===== config.mk =====
export PLATFORM = sky130hd
export DESIGN_NAME = fasg_guard
export DESIGN_NICKNAME = d
export VERILOG_FILES = /design/src/rtl/fasg_pkg.sv /design/src/rtl/fasg_access_check.sv /design/src/rtl/fasg_guard.sv
export SDC_FILE = /design/constraint.sdc
export NUM_CORES = 1
export LEC_CHECK = 0
export BUFFER_PORTS_ARGS = -buffer_cell sky130_fd_sc_hd__buf_2
export CORE_UTILIZATION = 45
export DETAILED_ROUTE_END_ITERATION = 16
export PLACE_DENSITY_LB_ADDON = 0.15
export SYNTH_ARGS = -nofsm -noshare
export SYNTH_HDL_FRONTEND = slang
export SYNTH_SLANG_ARGS = --single-unit

===== constraint.sdc =====
create_clock -name ref_clk_i -period 2.61 [get_ports ref_clk_i]
set_clock_uncertainty 0.15 [all_clocks]
set_input_delay 0.3915 -clock ref_clk_i [delete_from_list [all_inputs] [get_ports ref_clk_i]]
set_output_delay 0.3915 -clock ref_clk_i [all_outputs]
set_load 0.005 [all_outputs]

===== src/rtl/fasg_pkg.sv =====
package fasg_pkg;

    // special-function register map: both registers share one address on different pages
    localparam logic [7:0]  SFR_ADDR_LIMIT     = 8'hB7;
    localparam logic [7:0]  SFR_PAGE_LIMIT     = 8'h0F;
    localparam logic [7:0]  SFR_ADDR_CTRL      = 8'hB7;
    localparam logic [7:0]  SFR_PAGE_CTRL      = 8'h00;
    localparam logic [7:0]  SFR_UNMAPPED_DATA  = 8'h00;

    localparam logic [7:0]  LIMIT_RESET        = 8'h00;
    localparam logic [7:0]  CTRL_RESET         = 8'h80;
    localparam logic [7:0]  CTRL_WRITE_MASK    = 8'hC1;
    localparam int          ONE_SHOT_BIT       = 7;
    localparam int          READ_ALWAYS_BIT    = 6;
    localparam int          FW_WE_BIT          = 0;
    localparam logic [7:0]  BOUNDARY_LOW_BYTE  = 8'h00;

    // program memory layout
    localparam logic [15:0] SEC_PAGE_BASE      = 16'hFA00;
    localparam logic [15:0] SEC_PAGE_LAST      = 16'hFBFF;
    localparam logic [15:0] WR_LOCK_ADDR       = 16'hFBFE;
    localparam logic [15:0] RD_LOCK_ADDR       = 16'hFBFF;
    localparam logic [15:0] RESERVED_BASE      = 16'hFC00;
    localparam logic [2:0]  SEC_PAGE_LOCK_BIT  = 3'h7;
    localparam int          BLOCK_MSB          = 15;
    localparam int          BLOCK_LSB          = 13;
    localparam logic [7:0]  DENIED_DATA        = 8'h00;

    typedef enum logic [1:0] {
        FASG_OP_FETCH = 2'b00,
        FASG_OP_READ  = 2'b01,
        FASG_OP_WRITE = 2'b10,
        FASG_OP_ERASE = 2'b11
    } fasg_op_t;

    typedef enum logic {
        FASG_SRC_DEBUG = 1'b0,
        FASG_SRC_FW    = 1'b1
    } fasg_src_t;

    typedef enum logic [2:0] {
        FASG_V_DENY       = 3'b000,
        FASG_V_READ       = 3'b001,
        FASG_V_ZERO       = 3'b010,
        FASG_V_WRITE      = 3'b011,
        FASG_V_PAGE_ERASE = 3'b100,
        FASG_V_FULL_ERASE = 3'b101
    } fasg_verdict_t;

endpackage : fasg_pkg


===== src/rtl/fasg_access_check.sv =====
`timescale 1ns/1ns
module fasg_access_check #(
    parameter int ADDR_W = 16
) (
    input  wire logic                    src_i,
    input  wire logic [1:0]              op_i,
    input  wire logic [ADDR_W-1:0]       addr_i,
    input  wire logic [ADDR_W-1:0]       pc_i,
    input  wire logic [ADDR_W-1:0]       boundary_i,
    input  wire logic [7:0]              rd_lock_i,
    input  wire logic [7:0]              wr_lock_i,
    input  wire logic                    fw_we_i,
    output fasg_pkg::fasg_verdict_t      verdict_o
);

    if (ADDR_W != 16) begin : g_bad_width
        $error("fasg_access_check serves a 16-bit program space only");
    end

    logic       in_reserved;
    logic       in_sec_page;
    logic       is_lock_byte;
    logic [2:0] blk;
    logic       rd_open;
    logic       wr_open;
    logic       sec_open;
    logic       hidden;

    assign in_reserved  = addr_i >= fasg_pkg::RESERVED_BASE;
    assign in_sec_page  = (addr_i >= fasg_pkg::SEC_PAGE_BASE) && (addr_i <= fasg_pkg::SEC_PAGE_LAST);
    assign is_lock_byte = (addr_i == fasg_pkg::WR_LOCK_ADDR) || (addr_i == fasg_pkg::RD_LOCK_ADDR);
    assign blk          = addr_i[fasg_pkg::BLOCK_MSB:fasg_pkg::BLOCK_LSB];
    // lock bits are active low: a set bit leaves its 8 kB block open
    assign rd_open      = rd_lock_i[blk];
    assign wr_open      = wr_lock_i[blk];
    assign sec_open     = wr_lock_i[fasg_pkg::SEC_PAGE_LOCK_BIT];
    // code in the upper partition touching the lower one
    assign hidden       = (pc_i >= boundary_i) && (addr_i < boundary_i);

    always_comb begin
        verdict_o = fasg_pkg::FASG_V_DENY;
        if (!in_reserved) begin
            case (src_i)
                fasg_pkg::FASG_SRC_DEBUG: begin
                    case (op_i)
                        fasg_pkg::FASG_OP_FETCH,
                        fasg_pkg::FASG_OP_READ: begin
                            if (rd_open || is_lock_byte) begin
                                verdict_o = fasg_pkg::FASG_V_READ;
                            end
                        end
                        fasg_pkg::FASG_OP_WRITE: begin
                            if (wr_open || is_lock_byte) begin
                                verdict_o = fasg_pkg::FASG_V_WRITE;
                            end
                        end
                        default: begin
                            if (in_sec_page) begin
                                if (sec_open) begin
                                    verdict_o = fasg_pkg::FASG_V_PAGE_ERASE;
                                end else if (is_lock_byte) begin
                                    verdict_o = fasg_pkg::FASG_V_FULL_ERASE;
                                end
                            end else if (wr_open) begin
                                verdict_o = fasg_pkg::FASG_V_PAGE_ERASE;
                            end
                        end
                    endcase
                end
                default: begin
                    // lock bytes play no part for firmware
                    case (op_i)
                        fasg_pkg::FASG_OP_FETCH: begin
                            verdict_o = fasg_pkg::FASG_V_READ;
                        end
                        fasg_pkg::FASG_OP_READ: begin
                            verdict_o = hidden ? fasg_pkg::FASG_V_ZERO : fasg_pkg::FASG_V_READ;
                        end
                        fasg_pkg::FASG_OP_WRITE: begin
                            if (fw_we_i && !hidden) begin
                                verdict_o = fasg_pkg::FASG_V_WRITE;
                            end
                        end
                        default: begin
                            if (fw_we_i && !hidden && !in_sec_page) begin
                                verdict_o = fasg_pkg::FASG_V_PAGE_ERASE;
                            end
                        end
                    endcase
                end
            endcase
        end
    end

endmodule : fasg_access_check


===== src/rtl/fasg_guard.sv =====
`timescale 1ns/1ns
// Notes on behaviour
// - boundary is limit byte over zero byte
// - boundary moves in 256-byte steps only
// - limit resets to zero, all readable
// - debug may access unlocked pages
// - debug blocked on locked pages
// - debug always reads and writes lock bytes
// - open security page erasable by debug
// - locked security page needs full erase
// - reserved area never accessible
// - firmware ignores lock bytes
// - lower firmware: all but security page erase
// - firmware never erases security page
// - upper firmware barred below the limit
// - upper code may fetch below limit
// - hidden code-space reads return zero
// - bit 7 enables read one-shot timer
module fasg_guard #(
    parameter int ADDR_W = 16,
    parameter int DATA_W = 8
) (
    input  wire logic              ref_clk_i,
    input  wire logic              resetn_i,
    input  wire logic [7:0]        sfr_addr_i,
    input  wire logic [7:0]        sfr_page_i,
    input  wire logic              sfr_wr_i,
    input  wire logic              sfr_rd_i,
    input  wire logic [7:0]        sfr_wdata_i,
    output logic      [7:0]        sfr_rdata_o,
    output logic                   sfr_rvalid_o,
    input  wire logic              req_valid_i,
    input  wire logic              req_src_i,
    input  wire logic [1:0]        req_op_i,
    input  wire logic [ADDR_W-1:0] req_addr_i,
    input  wire logic [ADDR_W-1:0] req_pc_i,
    input  wire logic [DATA_W-1:0] req_wdata_i,
    input  wire logic [7:0]        read_lock_i,
    input  wire logic [7:0]        wr_lock_i,
    input  wire logic [DATA_W-1:0] flash_rdata_i,
    output logic                   flash_rd_o,
    output logic                   flash_wr_o,
    output logic                   flash_page_erase_o,
    output logic                   flash_full_erase_o,
    output logic      [ADDR_W-1:0] flash_addr_o,
    output logic      [DATA_W-1:0] flash_wdata_o,
    output logic                   resp_valid_o,
    output logic                   resp_denied_o,
    output logic      [DATA_W-1:0] resp_rdata_o,
    output logic      [ADDR_W-1:0] access_limit_boundary_o,
    output logic                   read_one_shot_enable_o,
    output logic                   read_always_enable_o,
    output logic                   firmware_write_erase_enable_o
);

    if (ADDR_W != 16 || DATA_W != 8) begin : g_bad_params
        $error("fasg_guard serves a 16-bit byte-wide program space only");
    end

    logic [7:0]              access_limit_high_byte;
    logic                    limit_locked;
    logic [7:0]              flash_timing_write_control;
    logic [ADDR_W-1:0]       access_limit_boundary;
    logic                    hit_limit;
    logic                    hit_ctrl;
    fasg_pkg::fasg_verdict_t verdict;
    fasg_pkg::fasg_verdict_t stage_verdict;
    logic                    stage_valid;

    assign hit_limit = (sfr_addr_i == fasg_pkg::SFR_ADDR_LIMIT) && (sfr_page_i == fasg_pkg::SFR_PAGE_LIMIT);
    assign hit_ctrl  = (sfr_addr_i == fasg_pkg::SFR_ADDR_CTRL) && (sfr_page_i == fasg_pkg::SFR_PAGE_CTRL);

    // low byte is always zero, so the boundary cannot fall inside a 256-byte step
    assign access_limit_boundary = {access_limit_high_byte, fasg_pkg::BOUNDARY_LOW_BYTE};

    // a rogue upper-partition loader must not be able to move the limit after the
    // protected code has set it, so every write after the first is dropped
    always_ff @(posedge ref_clk_i or negedge resetn_i) begin
        if (!resetn_i) begin
            access_limit_high_byte <= fasg_pkg::LIMIT_RESET;
            limit_locked           <= 1'b0;
        end else if (sfr_wr_i && hit_limit && !limit_locked) begin
            access_limit_high_byte <= sfr_wdata_i;
            limit_locked           <= 1'b1;
        end
    end

    // reserved bits 5..1 are held at zero
    always_ff @(posedge ref_clk_i or negedge resetn_i) begin
        if (!resetn_i) begin
            flash_timing_write_control <= fasg_pkg::CTRL_RESET;
        end else if (sfr_wr_i && hit_ctrl) begin
            flash_timing_write_control <= sfr_wdata_i & fasg_pkg::CTRL_WRITE_MASK;
        end
    end

    always_ff @(posedge ref_clk_i or negedge resetn_i) begin
        if (!resetn_i) begin
            sfr_rdata_o  <= fasg_pkg::SFR_UNMAPPED_DATA;
            sfr_rvalid_o <= 1'b0;
        end else begin
            sfr_rvalid_o <= sfr_rd_i;
            if (sfr_rd_i && hit_limit) begin
                sfr_rdata_o <= access_limit_high_byte;
            end else if (sfr_rd_i && hit_ctrl) begin
                sfr_rdata_o <= flash_timing_write_control;
            end else begin
                sfr_rdata_o <= fasg_pkg::SFR_UNMAPPED_DATA;
            end
        end
    end

    always_ff @(posedge ref_clk_i or negedge resetn_i) begin
        if (!resetn_i) begin
            access_limit_boundary_o       <= {ADDR_W{1'b0}};
            read_one_shot_enable_o        <= fasg_pkg::CTRL_RESET[fasg_pkg::ONE_SHOT_BIT];
            read_always_enable_o          <= fasg_pkg::CTRL_RESET[fasg_pkg::READ_ALWAYS_BIT];
            firmware_write_erase_enable_o <= fasg_pkg::CTRL_RESET[fasg_pkg::FW_WE_BIT];
        end else begin
            access_limit_boundary_o       <= access_limit_boundary;
            read_one_shot_enable_o        <= flash_timing_write_control[fasg_pkg::ONE_SHOT_BIT];
            read_always_enable_o          <= flash_timing_write_control[fasg_pkg::READ_ALWAYS_BIT];
            firmware_write_erase_enable_o <= flash_timing_write_control[fasg_pkg::FW_WE_BIT];
        end
    end

    fasg_access_check #(
        .ADDR_W (ADDR_W)
    ) u_check (
        .src_i      (req_src_i),
        .op_i       (req_op_i),
        .addr_i     (req_addr_i),
        .pc_i       (req_pc_i),
        .boundary_i (access_limit_boundary),
        .rd_lock_i  (read_lock_i),
        .wr_lock_i  (wr_lock_i),
        .fw_we_i    (flash_timing_write_control[fasg_pkg::FW_WE_BIT]),
        .verdict_o  (verdict)
    );

    // stage 1: only granted verdicts reach the flash strobes
    always_ff @(posedge ref_clk_i or negedge resetn_i) begin
        if (!resetn_i) begin
            flash_rd_o         <= 1'b0;
            flash_wr_o         <= 1'b0;
            flash_page_erase_o <= 1'b0;
            flash_full_erase_o <= 1'b0;
            flash_addr_o       <= {ADDR_W{1'b0}};
            flash_wdata_o      <= {DATA_W{1'b0}};
            stage_valid        <= 1'b0;
            stage_verdict      <= fasg_pkg::FASG_V_DENY;
        end else begin
            flash_rd_o         <= req_valid_i && (verdict == fasg_pkg::FASG_V_READ);
            flash_wr_o         <= req_valid_i && (verdict == fasg_pkg::FASG_V_WRITE);
            flash_page_erase_o <= req_valid_i && (verdict == fasg_pkg::FASG_V_PAGE_ERASE);
            flash_full_erase_o <= req_valid_i && (verdict == fasg_pkg::FASG_V_FULL_ERASE);
            stage_valid        <= req_valid_i;
            if (req_valid_i) begin
                flash_addr_o  <= req_addr_i;
                flash_wdata_o <= req_wdata_i;
                stage_verdict <= verdict;
            end
        end
    end

    // stage 2: every request is answered, refused or not, so the core never hangs
    always_ff @(posedge ref_clk_i or negedge resetn_i) begin
        if (!resetn_i) begin
            resp_valid_o  <= 1'b0;
            resp_denied_o <= 1'b0;
            resp_rdata_o  <= {DATA_W{1'b0}};
        end else begin
            resp_valid_o  <= stage_valid;
            resp_denied_o <= stage_valid && (stage_verdict == fasg_pkg::FASG_V_DENY);
            if (stage_valid) begin
                if (stage_verdict == fasg_pkg::FASG_V_READ) begin
                    resp_rdata_o <= flash_rdata_i;
                end else begin
                    resp_rdata_o <= fasg_pkg::DENIED_DATA;
                end
            end
        end
    end

endmodule : fasg_guard


-- Word level (Yosys, flattened, before mapping)
Index checks and enable logic that the tools add are counted.
- bits in read-only memories: 0
- output and inout bits: 66
- memory bits (writable): 0
- input port bits: 96
- memories kept: 0
- latch bits: 0
- register bits after elaboration: 74
- order comparisons: 6
- shift operators: 0
- bitwise logic cells: 0
- div/mod/pow operators: 0
- equality and inequality tests: 11
- add/subtract/negate cells: 0
- reduce and logical (&&, ||, !) cells: 26
- mux-type cells: 20
- $mul: 0
- operators by type and width (kind ; count):
    $eq A16 B16 Y1 const B ; 2
    $ge A16 B16 Y1 const B ; 2
    $mux W8 ; 3
    $mux W3 ; 7
    $ge A16 B16 Y1 ; 1
    $le A16 B16 Y1 const B ; 1
    $logic_and A1 B1 Y1 ; 16
    $lt A16 B16 Y1 ; 1
    $pmux W3 S3 ; 1
    $eq A8 B4 Y1 const B ; 1
    $eq A8 B8 Y1 const B ; 1
    $logic_not A8 Y1 ; 1
    $bmux W1 S3 ; 2
    $eq A3 B1 Y1 const B ; 2
    $eq A3 B3 Y1 const B ; 2
    $mux W2 ; 3
    $pmux W3 S2 ; 1
    $lt A3 B4 Y1 const B ; 1
    $eq A3 B2 Y1 const B ; 1
    $logic_not A1 Y1 ; 3
    $logic_not A3 Y1 ; 1
    $logic_or A1 B1 Y1 ; 3
    $mux W1 ; 3
    $eq A2 B1 Y1 const B ; 1
    other kinds (3) ; 3

-- Depth between registers and ports, before layout
- depth after elaboration: 11
- mapped depth: 8
- depth with buffers taken out: 8

-- Modules after synthesis
Synthesis repeated with hierarchy kept, for this count alone.
- cells, all modules: 310
- area, all modules: 3757.4 µm²
- by module, submodules not included (module ; area each (µm²) ; cells an instance ; times used):
    fasg_guard ; 2722.6 ; 180 ; 1
    fasg_access_check ; 1034.7 ; 130 ; 1

-- Worst setup path before layout
Ideal clock, no wire load.
- path kind: register to register
- start point: register access_limit_high_byte[7]
- end point: register stage_verdict[1]
- library setup time: 0.065 ns
- setup slack: 0.346 ns
- data required time: 2.395 ns
- stages on the path, launching flop included: 9
- arrival time: 2.050 ns
- cells stage by stage: dfrtp_1 inv_1 ha_1 a21oi_1 o21ai_1 or4_4 a21o_1 a311oi_2 mux2_4
- longest elaborated chain between the ends: 8
- elaborated cells on any way between the ends: 10
- classes of those cells: order compare (2); mux (5); reduce/logical (3)
- RTL lines (element ; RTL line ; RTL):
    start, declared ; fasg_guard.sv:60 ; logic [7:0] access_limit_high_byte;
    start signal, assigned ; fasg_guard.sv:80 ; access_limit_high_byte <= fasg_pkg::LIMIT_RESET;
    start signal, assigned ; fasg_guard.sv:83 ; access_limit_high_byte <= sfr_wdata_i;
    $ge A16 B16 Y1 / $lt A16 B16 Y1 (equally long branches) ; fasg_access_check.sv:38 ; assign hidden = (pc_i >= boundary_i) && (addr_i < boundary_i);
    $logic_and A1 B1 Y1 * ; fasg_access_check.sv:38 ;
    $logic_not A1 Y1 ; fasg_access_check.sv:80 ; if (fw_we_i && !hidden) begin
    $logic_and A1 B1 Y1 ; fasg_access_check.sv:80 ;
    $mux W2 ; fasg_access_check.sv:80 ;
    $pmux W3 S3 * ; fasg_access_check.sv:72 ; case (op_i)
    $mux W3 * ; fasg_access_check.sv:43 ; case (src_i)
    $mux W3 * ; fasg_access_check.sv:42 ; if (!in_reserved) begin
    end signal, assigned ; fasg_guard.sv:151 ; stage_verdict <= fasg_pkg::FASG_V_DENY;
    end signal, assigned ; fasg_guard.sv:161 ; stage_verdict <= verdict;
    end, declared ; fasg_guard.sv:67 ; fasg_pkg::fasg_verdict_t stage_verdict;
Every way passes the cells marked *; elsewhere a longest branch is shown, timed or not.
A chain may end at the register's enable or synchronous reset.

-- Worst setup path in the final report
Same ends and word-level chain as after synthesis.

==> flow_summary.ini <==
[worst_setup_path]
path_cells = inv_1 > ha_1 > a21oi_1 > o21ai_1 > or4_4 > a21o_1 > a311oi_2 > mux2_4
arrival_ns = 2.60
worstSetupEndpointType = register
crit_path_max_fanout = 4
cp_data_required_time_ns = 2.75
r2r-start = access_limit_high_byte[7]
path_class = reg2reg
critical-path-top-delay-family = compound AO/OA/AOI/OAI gates
cp_num_buf_inv = 1
reg2reg_slack_ns = 0.15
slowest_stage = or4_4
critPathMaxStageDelay_ns = 0.56
worstSetupStartpoint = access_limit_high_byte[7]
worstSetupStartpointType = register

[pwr]
power.net_switching_uw = 654.9
power_density_nw_per_um2 = 559.3
p_comb_frac = 0.131
p_sw_frac = 0.2622
seq_power_share = 0.496
finalPower_mw = 2.498
ir_drop_mv = 0.3507
leakage_nw = 2.304
intPower_mw = 1.843
power.share.clock = 0.373

[flow_run]
cap_violations = 0

[floorplanning]
die_y_um = 88.76
rows = 31
dieWidth_um = 88.76
core_area_um2 = 7253
start_util = 0.4670
dieArea_um2 = 7877
num_io_pins = 162

[synthesis]
synth_compound_area_frac = 0.07979
ys_seq_area_frac = 0.5475
muxShareOfSynthArea = 0.1574
synth.area.top_cells = dfrtp_1 (53%), mux2_2 (12%), ha_1 (5.5%)
syn_area_um2 = 3387
synth_ff_type = dfrtp_1
synth_top_family_by_area = multiplexers
ys_types = 52
synth_enable_flop_cells = 0
syn_area_per_cell_um2 = 12.69
yosys-top-cells-count = dfrtp_1 (72), mux2_2 (36), inv_1 (19)
yosys.area.top_type = dfrtp_1
synthMostInstantiatedCell = dfrtp_1
ys_ff_latch = 74
syn_inst = 267
synthArstFlopShare = 1.000
synthXorXnorAreaFrac = 0
yosys_warnings = 0
synth-simple-area-share = 0.1119
synth_adder_area_share = 0.05541
synth_top_area_share = 0.5320

[cells_and_area]
fin_util = 0.6158
nets = 541
antenna_cells = 0
regArea_um2 = 1854
final_cells = 534
drive_gt1_frac = 0.5149
fillerInstances = 646
synthToLayoutAreaGrowth_pct = 31.88
multiInputGateArea_um2 = 1405
design_area_um2 = 4467

[timing]
tightest_slew_ns = 0.9102
slew_headroom = 0.3932
setup_ws_ns = 0.1501
setup_violations = 0
setup_tns_ns = 0
period_share = 0.9425
period_needed_ns = 2.460
whs_ns = 0.005934
fmax_ghz = 0.4065
final-max-slew-violation-count = 0
hold_viol = 0

[clocking]
cts.sinks = 74
h-tree-depth = 3
numCtsBuffers = 9
clk_pin_slew_ns = 0.09
clockBufferDepth = 2
cts_tree = built
worstSkewPairLatency_ns = 0.34
root_buffer = clkbuf_8

[placement]
place.gp.congestion = 0.7977
pre_cts_ws_ns = 0.09164
detailedPlacementHpwl_mm = 5.753
dp_cells = 516
placed_area_um2 = 4240
port-buffer-count = 153

[routing]
postRouteWirelength_mm = 7.518
drt_iter0_markers = 95
vias = 2612
wl_per_cell_um = 14.08
drtAntennaViolNets = 0
drc_errors = 0
viasPerCell = 4.891
drt-pass1-iter-count = 4

[grt]
grt_start_max_net_pins = 75
grt_use_total = 0.1983
grt_pass1_vias = 2462
grt_pass1_wl_mm = 11.60
overflow = 0
antenna_found_initial = 0

[run_status]
outcome = finished, final reports clean

[min_path]
hold_class = in2async
[logic make-up (layout without fill, tap and decap cells)]
logic type | count (synthesis) | after routing
AO/OA/AOI/OAI | 39 | 39
buffers and inverters | 32 | 193
AND/OR/NAND/NOR | 64 | 64
adder cells (fa/ha/maj) | 15 | 15
multiplexers | 42 | 42
flip-flops | 74 | 74
other | 1 | 8
[path summary, 6_finish.rpt]
path	to	cells past startpoint
max	stage_verdict[1]	8
max in group asynchronous	sfr_rdata_o[0]	1
min	flash_addr_o[10]	1
min reg2reg	read_one_shot_enable_o	0
max reg2reg	stage_verdict[1]	8
min in group ref_clk_i	sfr_rvalid_o	1
[cell type report]
class | instances | area share
clock buffers | 9 | 0.02773
multi-input cells | 168 | 0.3146
flip-flops and latches | 74 | 0.4151
clock inverters | 7 | 0.01849
repair buffers | 158 | 0.1804
well taps | 99 | 0.02773
inverters | 19 | 0.01597
[layout by cell type, fill, tap and decap left out, drive strengths merged, types with 4 or more instances in the layout]
cell type / n
o21ai: 17
clkbuf: 9
conb: 8
and3: 6
ha: 15
nand4: 4
nor2b: 4
dfrtp: 72
buf: 158
nor2: 9
inv: 23
nand2: 15
a21oi: 5
mux4: 4
mux2: 38
nand2b: 4
[registers in the layout, summed over array words and instances (netlist names), 3 cells and up]
signal / cells
access_limit_boundary_o: 8
access_limit_high_byte: 8
flash_addr_o: 16
flash_timing_write_control: 3
flash_wdata_o: 8
resp_rdata_o: 8
sfr_rdata_o: 8
stage_verdict: 3
[metal layers]
layer | vias up | share of wire | global-route usage
li1 | 1276 | - | -
met3 | 10 | 0.066 | 0.05877
met5 | - | 0 | 0
met1 | 1227 | 0.43 | 0.2547
met2 | 99 | 0.49 | 0.3217
met4 | 0 | 0.014 | 0.06598
[power by group through the flow]
stage	sequential (mW)	clock [mW]	combinational, mW
floorplan	1.27	0	0.144
global placement	1.26	0	0.325
detailed placement	1.26	0	0.333
CTS	1.24	0.959	0.334
global route	1.25	1.01	0.374
finish	1.24	0.932	0.328
[repair_timing]
action / in CTS / in global routing
hold buffers: 0 / 0
endpoints found under the setup margin: 0 / 2
gates resized for setup: 0 / 1
buffers inserted: 0 / 2
Note: power is estimated with default switching activity, not from simulation.
